--- config.mk ---
export PLATFORM = sky130hd
export DESIGN_NAME = rbd_address_decoder
export DESIGN_NICKNAME = d
export VERILOG_FILES = /design/src/rbd_pkg.sv /design/src/rbd_field_if.sv /design/src/rbd_address_decoder.sv /design/src/rbd_field_decode.sv
export SDC_FILE = /design/constraint.sdc
export NUM_CORES = 1
export LEC_CHECK = 0
export BUFFER_PORTS_ARGS = -buffer_cell sky130_fd_sc_hd__buf_2
export CORE_ASPECT_RATIO = 1.25
export CORE_UTILIZATION = 39
export CTS_CLUSTER_SIZE = 25
export DETAILED_ROUTE_END_ITERATION = 7
export PLACE_DENSITY = 0.7
export SYNTH_ARGS = -nofsm -noshare
export SYNTH_HDL_FRONTEND = slang
export SYNTH_HIERARCHICAL = 1
export SYNTH_SLANG_ARGS = --single-unit
--- constraint.sdc ---
create_clock -name core_clk -period 2.55 [get_ports core_clk]
set_clock_uncertainty 0.15 [all_clocks]
set_input_delay 0.6375 -clock core_clk [delete_from_list [all_inputs] [get_ports core_clk]]
set_output_delay 0.6375 -clock core_clk [all_outputs]
set_load 0.02 [all_outputs]
--- src/rbd_pkg.sv ---
// constants shared by the register group address decoder
// assumes one 40 MHz clock and an address built from two byte commands
//
// Function
// - The register address is 16 bits, loaded as an upper and a lower byte, and targets later reads and writes.
// - The group number is 4 bits: bit 3 is address bit 15 and bits 2 to 0 are address bits 7 to 5.
// - Group 1 is the general configuration, read-write, indexed by a 4-bit register index in the low bits.
// - Group 3 is the sequencer configuration and group 2 the converter values, both read-write.
// - Group 4 is pixel control with a region-group flag, a 6-bit region address and a 5-bit register mask.
// - Group 7 is monitoring, read-only, and writes there change nothing.
// - Group 8 is multi-frame emulation storage with a 6-bit region address and a 3-bit frame index.
// - Group 9 is analogue pixel selection where address bit 0 picks the upper or lower half.
// - Group 10 is the readout test configuration with a 5-bit register index valid from 0 to 19.
// - Unused address bits are ignored so either value selects the same register.
// - In indirect mode the index, region and half fields are combined with the offset value.
package rbd_pkg;
  localparam int ADDR_W = 16;
  localparam int DATA_W = 8;
  localparam int GRP_W = 4;
  localparam int SLOT_N = 8;
  // ****************************************
  // group numbers
  // ****************************************
  localparam logic [3:0] GRP_GENERAL = 4'h1;
  localparam logic [3:0] GRP_CONVERTER = 4'h2;
  localparam logic [3:0] GRP_SEQUENCER = 4'h3;
  localparam logic [3:0] GRP_PIXEL = 4'h4;
  localparam logic [3:0] GRP_MONITOR = 4'h7;
  localparam logic [3:0] GRP_MFE = 4'h8;
  localparam logic [3:0] GRP_APIX = 4'h9;
  localparam logic [3:0] GRP_RDTEST = 4'hA;
  // ****************************************
  // slot indices of the one-hot group strobes
  // ****************************************
  localparam logic [2:0] SLOT_GENERAL = 3'h0;
  localparam logic [2:0] SLOT_CONVERTER = 3'h1;
  localparam logic [2:0] SLOT_SEQUENCER = 3'h2;
  localparam logic [2:0] SLOT_PIXEL = 3'h3;
  localparam logic [2:0] SLOT_MONITOR = 3'h4;
  localparam logic [2:0] SLOT_MFE = 3'h5;
  localparam logic [2:0] SLOT_APIX = 3'h6;
  localparam logic [2:0] SLOT_RDTEST = 3'h7;
  // ****************************************
  // field positions
  // ****************************************
  localparam int POS_GRP_HI = 15;
  localparam int POS_GRP_LO_MSB = 7;
  localparam int POS_GRP_LO_LSB = 5;
  localparam int POS_FLAG = 14;
  localparam int POS_REGION_MSB = 13;
  localparam int POS_REGION_LSB = 8;
  localparam int POS_SEQ_HI = 8;
  localparam logic [4:0] RDTEST_MAX = 5'h13;
  localparam logic [15:0] ADDR_RESET = 16'h0000;
endpackage
--- src/rbd_field_if.sv ---
// carries the held address and its decoded fields between decoder modules
// assumes both ends sit in the core_clk domain
`timescale 1ns/10ps
interface rbd_field_if;
  logic [15:0] addr;
  logic [7:0] offset;
  logic indirect;
  logic [3:0] grp;
  logic [2:0] slot;
  logic mapped;
  logic [5:0] regIdx;
  logic [5:0] region;
  logic regionFlag;
  logic [4:0] mask;
  logic [2:0] frame;
  logic half;
  modport dec (input addr, offset, indirect,
    output grp, slot, mapped, regIdx, region, regionFlag, mask, frame, half);
  modport user (output addr, offset, indirect,
    input grp, slot, mapped, regIdx, region, regionFlag, mask, frame, half);
endinterface

--- src/rbd_address_decoder.sv ---
// register group address decoder: holds the address, decodes it, steers accesses
// assumes byte-load and access pulses come from command logic on core_clk
`timescale 1ns/10ps
module rbd_address_decoder (
  // clock and reset
  input wire logic core_clk,
  input wire logic reset_n,
  // address byte commands
  input wire logic addrHiWe,
  input wire logic addrLoWe,
  input wire logic [7:0] addrByte,
  // indirect mode
  input wire logic indirectMode,
  input wire logic [7:0] offsetVal,
  // access request
  input wire logic accValid,
  input wire logic accWrite,
  input wire logic [7:0] accWdata,
  // read data from the groups, one byte per slot
  input wire logic [7:0][7:0] grpRdata,
  // held address and decoded fields
  output logic [15:0] addrCur,
  output logic [3:0] grpNum,
  output logic [7:0] grpSel,
  output logic [5:0] regIdx,
  output logic [5:0] regionAddr,
  output logic regionFlag,
  output logic [4:0] regMask,
  output logic [2:0] frameIdx,
  output logic halfSel,
  // access strobes and data
  output logic [7:0] grpWrStb,
  output logic [7:0] grpRdStb,
  output logic [7:0] wrData,
  output logic [7:0] rdData,
  output logic rdValid,
  output logic unmappedAcc
);
  // ****************************************
  // address register
  // ****************************************
  logic [15:0] addr_r;
  logic [15:0] addr_nxt;

  always_comb begin
    addr_nxt = addr_r;
    if (addrHiWe) begin
      addr_nxt[15:8] = addrByte;
    end
    if (addrLoWe) begin
      addr_nxt[7:0] = addrByte;
    end
  end

  always_ff @(posedge core_clk or negedge reset_n) begin
    if (!reset_n) begin
      addr_r <= rbd_pkg::ADDR_RESET;
    end else begin
      addr_r <= addr_nxt;
    end
  end

  // ****************************************
  // field decode
  // ****************************************
  rbd_field_if fld ();

  assign fld.addr = addr_r;
  assign fld.offset = offsetVal;
  assign fld.indirect = indirectMode;

  rbd_field_decode u_decode (
    .f (fld.dec)
  );

  // ****************************************
  // registered fields and access strobes
  // ****************************************
  logic [3:0] grp_r, grp_nxt;
  logic [7:0] sel_r, sel_nxt;
  logic [5:0] idx_r, idx_nxt;
  logic [5:0] region_r, region_nxt;
  logic flag_r, flag_nxt;
  logic [4:0] mask_r, mask_nxt;
  logic [2:0] frame_r, frame_nxt;
  logic half_r, half_nxt;
  logic [7:0] wrStb_r, wrStb_nxt;
  logic [7:0] rdStb_r, rdStb_nxt;
  logic [7:0] wrData_r, wrData_nxt;
  logic [7:0] rdData_r, rdData_nxt;
  logic rdValid_r, rdValid_nxt;
  logic unmapped_r, unmapped_nxt;
  logic [7:0] slotHot;

  assign slotHot = fld.mapped ? (8'h01 << fld.slot) : 8'h00;

  always_comb begin
    grp_nxt = fld.grp;
    sel_nxt = slotHot;
    idx_nxt = fld.regIdx;
    region_nxt = fld.region;
    flag_nxt = fld.regionFlag;
    mask_nxt = fld.mask;
    frame_nxt = fld.frame;
    half_nxt = fld.half;
    wrStb_nxt = 8'h00;
    rdStb_nxt = 8'h00;
    wrData_nxt = wrData_r;
    rdData_nxt = rdData_r;
    rdValid_nxt = 1'b0;
    unmapped_nxt = 1'b0;
    if (accValid) begin
      unmapped_nxt = !fld.mapped;
      if (accWrite) begin
        wrData_nxt = accWdata;
        // monitoring values are never written
        wrStb_nxt = slotHot & ~(8'h01 << rbd_pkg::SLOT_MONITOR);
      end else begin
        rdStb_nxt = slotHot;
        rdValid_nxt = 1'b1;
        rdData_nxt = fld.mapped ? grpRdata[fld.slot] : 8'h00;
      end
    end
  end

  always_ff @(posedge core_clk or negedge reset_n) begin
    if (!reset_n) begin
      grp_r <= 4'h0;
      sel_r <= 8'h00;
      idx_r <= 6'h00;
      region_r <= 6'h00;
      flag_r <= 1'b0;
      mask_r <= 5'h00;
      frame_r <= 3'h0;
      half_r <= 1'b0;
      wrStb_r <= 8'h00;
      rdStb_r <= 8'h00;
      wrData_r <= 8'h00;
      rdData_r <= 8'h00;
      rdValid_r <= 1'b0;
      unmapped_r <= 1'b0;
    end else begin
      grp_r <= grp_nxt;
      sel_r <= sel_nxt;
      idx_r <= idx_nxt;
      region_r <= region_nxt;
      flag_r <= flag_nxt;
      mask_r <= mask_nxt;
      frame_r <= frame_nxt;
      half_r <= half_nxt;
      wrStb_r <= wrStb_nxt;
      rdStb_r <= rdStb_nxt;
      wrData_r <= wrData_nxt;
      rdData_r <= rdData_nxt;
      rdValid_r <= rdValid_nxt;
      unmapped_r <= unmapped_nxt;
    end
  end

  assign addrCur = addr_r;
  assign grpNum = grp_r;
  assign grpSel = sel_r;
  assign regIdx = idx_r;
  assign regionAddr = region_r;
  assign regionFlag = flag_r;
  assign regMask = mask_r;
  assign frameIdx = frame_r;
  assign halfSel = half_r;
  assign grpWrStb = wrStb_r;
  assign grpRdStb = rdStb_r;
  assign wrData = wrData_r;
  assign rdData = rdData_r;
  assign rdValid = rdValid_r;
  assign unmappedAcc = unmapped_r;
endmodule

--- src/rbd_field_decode.sv ---
// combinational split of the 16-bit address into group and per-group fields
// assumes address and offset are stable flip-flop outputs
`timescale 1ns/10ps
module rbd_field_decode (
  // fields
  rbd_field_if.dec f
);
  logic [5:0] off6;
  assign off6 = f.indirect ? f.offset[5:0] : 6'h00;

  always_comb begin
    f.grp = {f.addr[rbd_pkg::POS_GRP_HI], f.addr[rbd_pkg::POS_GRP_LO_MSB:rbd_pkg::POS_GRP_LO_LSB]};
    f.slot = rbd_pkg::SLOT_GENERAL;
    f.mapped = 1'b1;
    f.regIdx = 6'h00;
    f.region = 6'h00;
    f.regionFlag = 1'b0;
    f.mask = 5'h00;
    f.frame = 3'h0;
    f.half = 1'b0;
    // unused bits never enter a field
    case (f.grp)
      rbd_pkg::GRP_GENERAL, rbd_pkg::GRP_CONVERTER, rbd_pkg::GRP_MONITOR: begin
        f.regIdx = {2'b00, f.addr[3:0] + off6[3:0]};
        f.slot = (f.grp == rbd_pkg::GRP_GENERAL) ? rbd_pkg::SLOT_GENERAL :
                 (f.grp == rbd_pkg::GRP_CONVERTER) ? rbd_pkg::SLOT_CONVERTER : rbd_pkg::SLOT_MONITOR;
      end
      rbd_pkg::GRP_SEQUENCER: begin
        f.regIdx = {f.addr[rbd_pkg::POS_SEQ_HI], f.addr[4:0]} + off6;
        f.slot = rbd_pkg::SLOT_SEQUENCER;
      end
      rbd_pkg::GRP_PIXEL: begin
        f.regionFlag = f.addr[rbd_pkg::POS_FLAG];
        f.region = f.addr[rbd_pkg::POS_REGION_MSB:rbd_pkg::POS_REGION_LSB] + off6;
        f.mask = f.addr[4:0];
        f.slot = rbd_pkg::SLOT_PIXEL;
      end
      rbd_pkg::GRP_MFE: begin
        f.region = f.addr[rbd_pkg::POS_REGION_MSB:rbd_pkg::POS_REGION_LSB] + off6;
        f.frame = f.addr[2:0];
        f.slot = rbd_pkg::SLOT_MFE;
      end
      rbd_pkg::GRP_APIX: begin
        f.half = f.addr[0] ^ off6[0];
        f.slot = rbd_pkg::SLOT_APIX;
      end
      rbd_pkg::GRP_RDTEST: begin
        f.regIdx = {1'b0, f.addr[4:0] + off6[4:0]};
        f.mapped = (f.regIdx[4:0] <= rbd_pkg::RDTEST_MAX);
        f.slot = rbd_pkg::SLOT_RDTEST;
      end
      default: begin
        f.mapped = 1'b0;
      end
    endcase
  end
endmodule

==> impl_metrics.env <==
export IMPL_initialDrtViolationCount=83
export IMPL_worst_ep_required_time_ns=2.67
export IMPL_synth_seq_area_share_pct=50.12
export IMPL_critPathLaunchType="input pin"
export IMPL_rsz0062_at_grt="yes"
export IMPL_yosysTopAreaCellShare_pct=50.12
export IMPL_via_per_inst=4.994
export IMPL_hold_buffers=0
export IMPL_ys_ff_latch=83
export IMPL_reg2reg_slack_ns=-0.02
export IMPL_worst_r2r_startpoint="addrCur[0]$_DFFE_PN0P_"
export IMPL_ir_drop_mv=0.4095
export IMPL_powerDensity_nw_per_um2=680.7
export IMPL_core_um2=10210
export IMPL_grt_pass1_vias=3286
export IMPL_synth_edf_count=0
export IMPL_clockBufferDepth=2
export IMPL_wl_per_cell_um=15.06
export IMPL_vias=3516
export IMPL_synth_cells=372
export IMPL_grt_first_pass_wirelength_um=15800
export IMPL_synthToLayoutAreaGrowth_pct=37.68
export IMPL_cp_max_fo=6
export IMPL_worstSetupEndpoint="grpWrStb[0]$_DFF_PN0_"
export IMPL_fin_ws_ns=-0.1095
export IMPL_min_period_ns=2.659
export IMPL_crit_type="in -> reg"
export IMPL_synthesis_nets=475
export IMPL_critPathArrivalTime_ns=2.78
export IMPL_p_leak_nw=2.976
export IMPL_syn_area_um2=4144
export IMPL_die_w_um=94.20
export IMPL_fmax_mhz=376.0
export IMPL_startpoint="indirectMode"
export IMPL_cts_tree="done"
export IMPL_yosysUniqueCellTypes=56
export IMPL_yosysTopAreaCell="dfrtp_1"
export IMPL_clock_latency_ns=0.34
export IMPL_finalCritPeriodShare_pct=104.3
export IMPL_dieArea_um2=11040
export IMPL_worstMarginPinSlew_ns=0.5461
export IMPL_grt_max_degree=50
export IMPL_yosys_top_cells_count="dfrtp_1, mux2_2, nand2_1, nor2_1, inv_1"
export IMPL_overflow=0
export IMPL_first_pass_iters=4
export IMPL_design_area_um2=5705
export IMPL_hold_violations=0
export IMPL_cts_htree_levels=3
export IMPL_syn_area_per_cell_um2=11.14
export IMPL_cap_violations=0
export IMPL_io_buffer_count=175
export IMPL_slew_headroom_pct=63.51
export IMPL_drv_slew=0
export IMPL_setup_viol=17
export IMPL_cp_end_kind="register"
export IMPL_nNetsFinal=673
export IMPL_final_cells=704
export IMPL_ys_flop_type="dfrtp_1"
export IMPL_ant_nets=0
export IMPL_r2r_cells=10
export IMPL_root_buffer="clkbuf_16"
export IMPL_failed_checks="negative setup slack"
export IMPL_gp_congestion=0.8660
export IMPL_io_pins=179
export IMPL_ys_warn_count=6
export IMPL_cts_buffers=9
export IMPL_place_area_um2=5335
export IMPL_fp_dieH_um=117.2
export IMPL_hold_class="in -> async"
export IMPL_status="finished, violations left"
export IMPL_r2r_end="grpWrStb[0]$_DFF_PN0_"
export IMPL_dp_cells=685
export IMPL_layout_drive_gt1_share_pct=49.39
export IMPL_routed_wl_um=10600
export IMPL_track_usage_pct=19.11
export IMPL_synthTopCellsByArea="dfrtp_1, mux2_2, mux2i_1"
export IMPL_fin_total_pwr_mw=3.883
export IMPL_clock_sinks=83
export IMPL_yosys_cell_count_top_type="dfrtp_1"
export IMPL_drcViolationCount=0
export IMPL_antennaDiodeCount=0
export IMPL_start_util_pct=40.59
export IMPL_path_clk_slew_ns=0.06
export IMPL_antenna_found_initial=0
export IMPL_rows=41
export IMPL_hpwl_um=8158
export IMPL_async_flop_share_pct=100.0
[worst min path at each step]
stage | slack, ns | from | cells past startpoint | end
4_1_cts | 0.09 | reset_n | 1 | grpRdStb[3]$_DFF_PN0_
2_1_floorplan | 0.19 | reset_n | 0 | addrCur[0]$_DFFE_PN0P_
3_3_place_gp | 0.31 | rdData[1]$_DFFE_PN0P_ | 2 | rdData[1]$_DFFE_PN0P_
3_5_place_dp | 0.32 | rdData[1]$_DFFE_PN0P_ | 2 | rdData[1]$_DFFE_PN0P_
5_1_grt | 0.11 | reset_n | 1 | grpRdStb[3]$_DFF_PN0_
6_report | 0.09 | reset_n | 1 | grpRdStb[3]$_DFF_PN0_
[repair_timing]
| item | in CTS | in global routing |
|---|---|---|
| buffers inserted | 3 | 0 |
| gates resized for setup | 6 | 6 |
| pin swaps | 5 | 2 |
| setup endpoints to repair | 30 | 28 |
[where the power goes]
group / internal, mW / switching [mW]
registers: 1.44 / 0.0739
clock network: 0.744 / 0.514
logic: 0.487 / 0.622
[placed cells by master (no fill, tap or decap), types with 3 or more instances in the layout]
cell type,n
buf_2,172
dfrtp_1,83
buf_4,38
nand2_1,26
mux2_2,26
nor2_1,24
inv_1,15
nor2b_1,14
a21oi_1,13
mux2i_1,12
and2_1,11
o22ai_1,9
clkbuf_16,9
nor3_1,8
xnor2_1,7
o21ai_0,7
ha_1,6
o221ai_1,5
a211oi_1,5
nand2b_1,4
a221oi_1,4
mux2_4,4
a22o_1,4
xor2_1,4
o211ai_1,4
clkbuf_8,3
buf_12,3
[cell families (layout without fill, tap and decap cells)]
group	Yosys count	count (layout)	share of synthesized area (%)
adder cells (fa/ha/maj)	8	8	2.416
flip-flops	83	83	50.12
AO/OA/AOI/OAI	67	67	11.47
other	1	1	0.09049
buffers and inverters	44	247	6.763
multiplexers	45	45	12.20
AND/OR/NAND/NOR	112	112	14.40
XOR/XNOR	12	12	2.536
[layer usage]
metal | GRT usage (%) | up-vias | wire length (µm)
li1 | - | 1691 | -
met1 | 22.31 | 1685 | 4247
met2 | 33.38 | 132 | 5467
met3 | 5.685 | 8 | 771
met4 | 6.462 | 0 | 112
met5 | 0 | - | 0
[state kept, by name (all words and copies together), names as in the netlist]
signal       flops
halfSel          1
grpRdStb         8
addrCur         16
unmappedAcc      1
regIdx           6
grpWrStb         7
regionFlag       1
regMask          5
grpSel           8
rdValid          1
rdData           8
wrData           8
frameIdx         3
regionAddr       6
grpNum           4
[metrics by stage]
stage / util (%) / hold WS [ns] / TNS, ns / setup slack [ns]
global route: 55.89 / 0.1095 / -2.636 / -0.1961
finish: 55.89 / 0.09384 / -0.6850 / -0.1095
floorplan: - / 0.1919 / -8.637 / -0.4393
global placement: 52.26 / 0.3123 / -12.38 / -0.4761
detailed placement: 52.26 / 0.3157 / -14.81 / -0.5569
CTS: 55.67 / 0.09140 / -0.4958 / -0.09270
[layout make-up]
| cell class | count | area [µm²] |
|---|---|---|
| Sequential cell | 83 | 2077 |
| Timing Repair Buffer | 215 | 1232 |
| Multi-Input combinational cell | 245 | 1876 |
| Clock buffer | 12 | 266.5 |
| Fill cell | 913 | 4503 |
| Tap cell | 129 | 161.4 |
| Inverter | 16 | 60.06 |
| Clock inverter | 4 | 32.53 |
[critical path: stages]
cell	delay (ns)
buf_8	0.11
and2_4	0.14
ha_4	0.17
ha_4	0.17
a21oi_4	0.12
a221oi_2	0.08
or4b_1	0.49
o211ai_2	0.09
a31o_1	0.18
nand2b_1	0.07
or3_4	0.41
nor2_2	0.10
No activity file was read; power rests on OpenSTA's default activity.
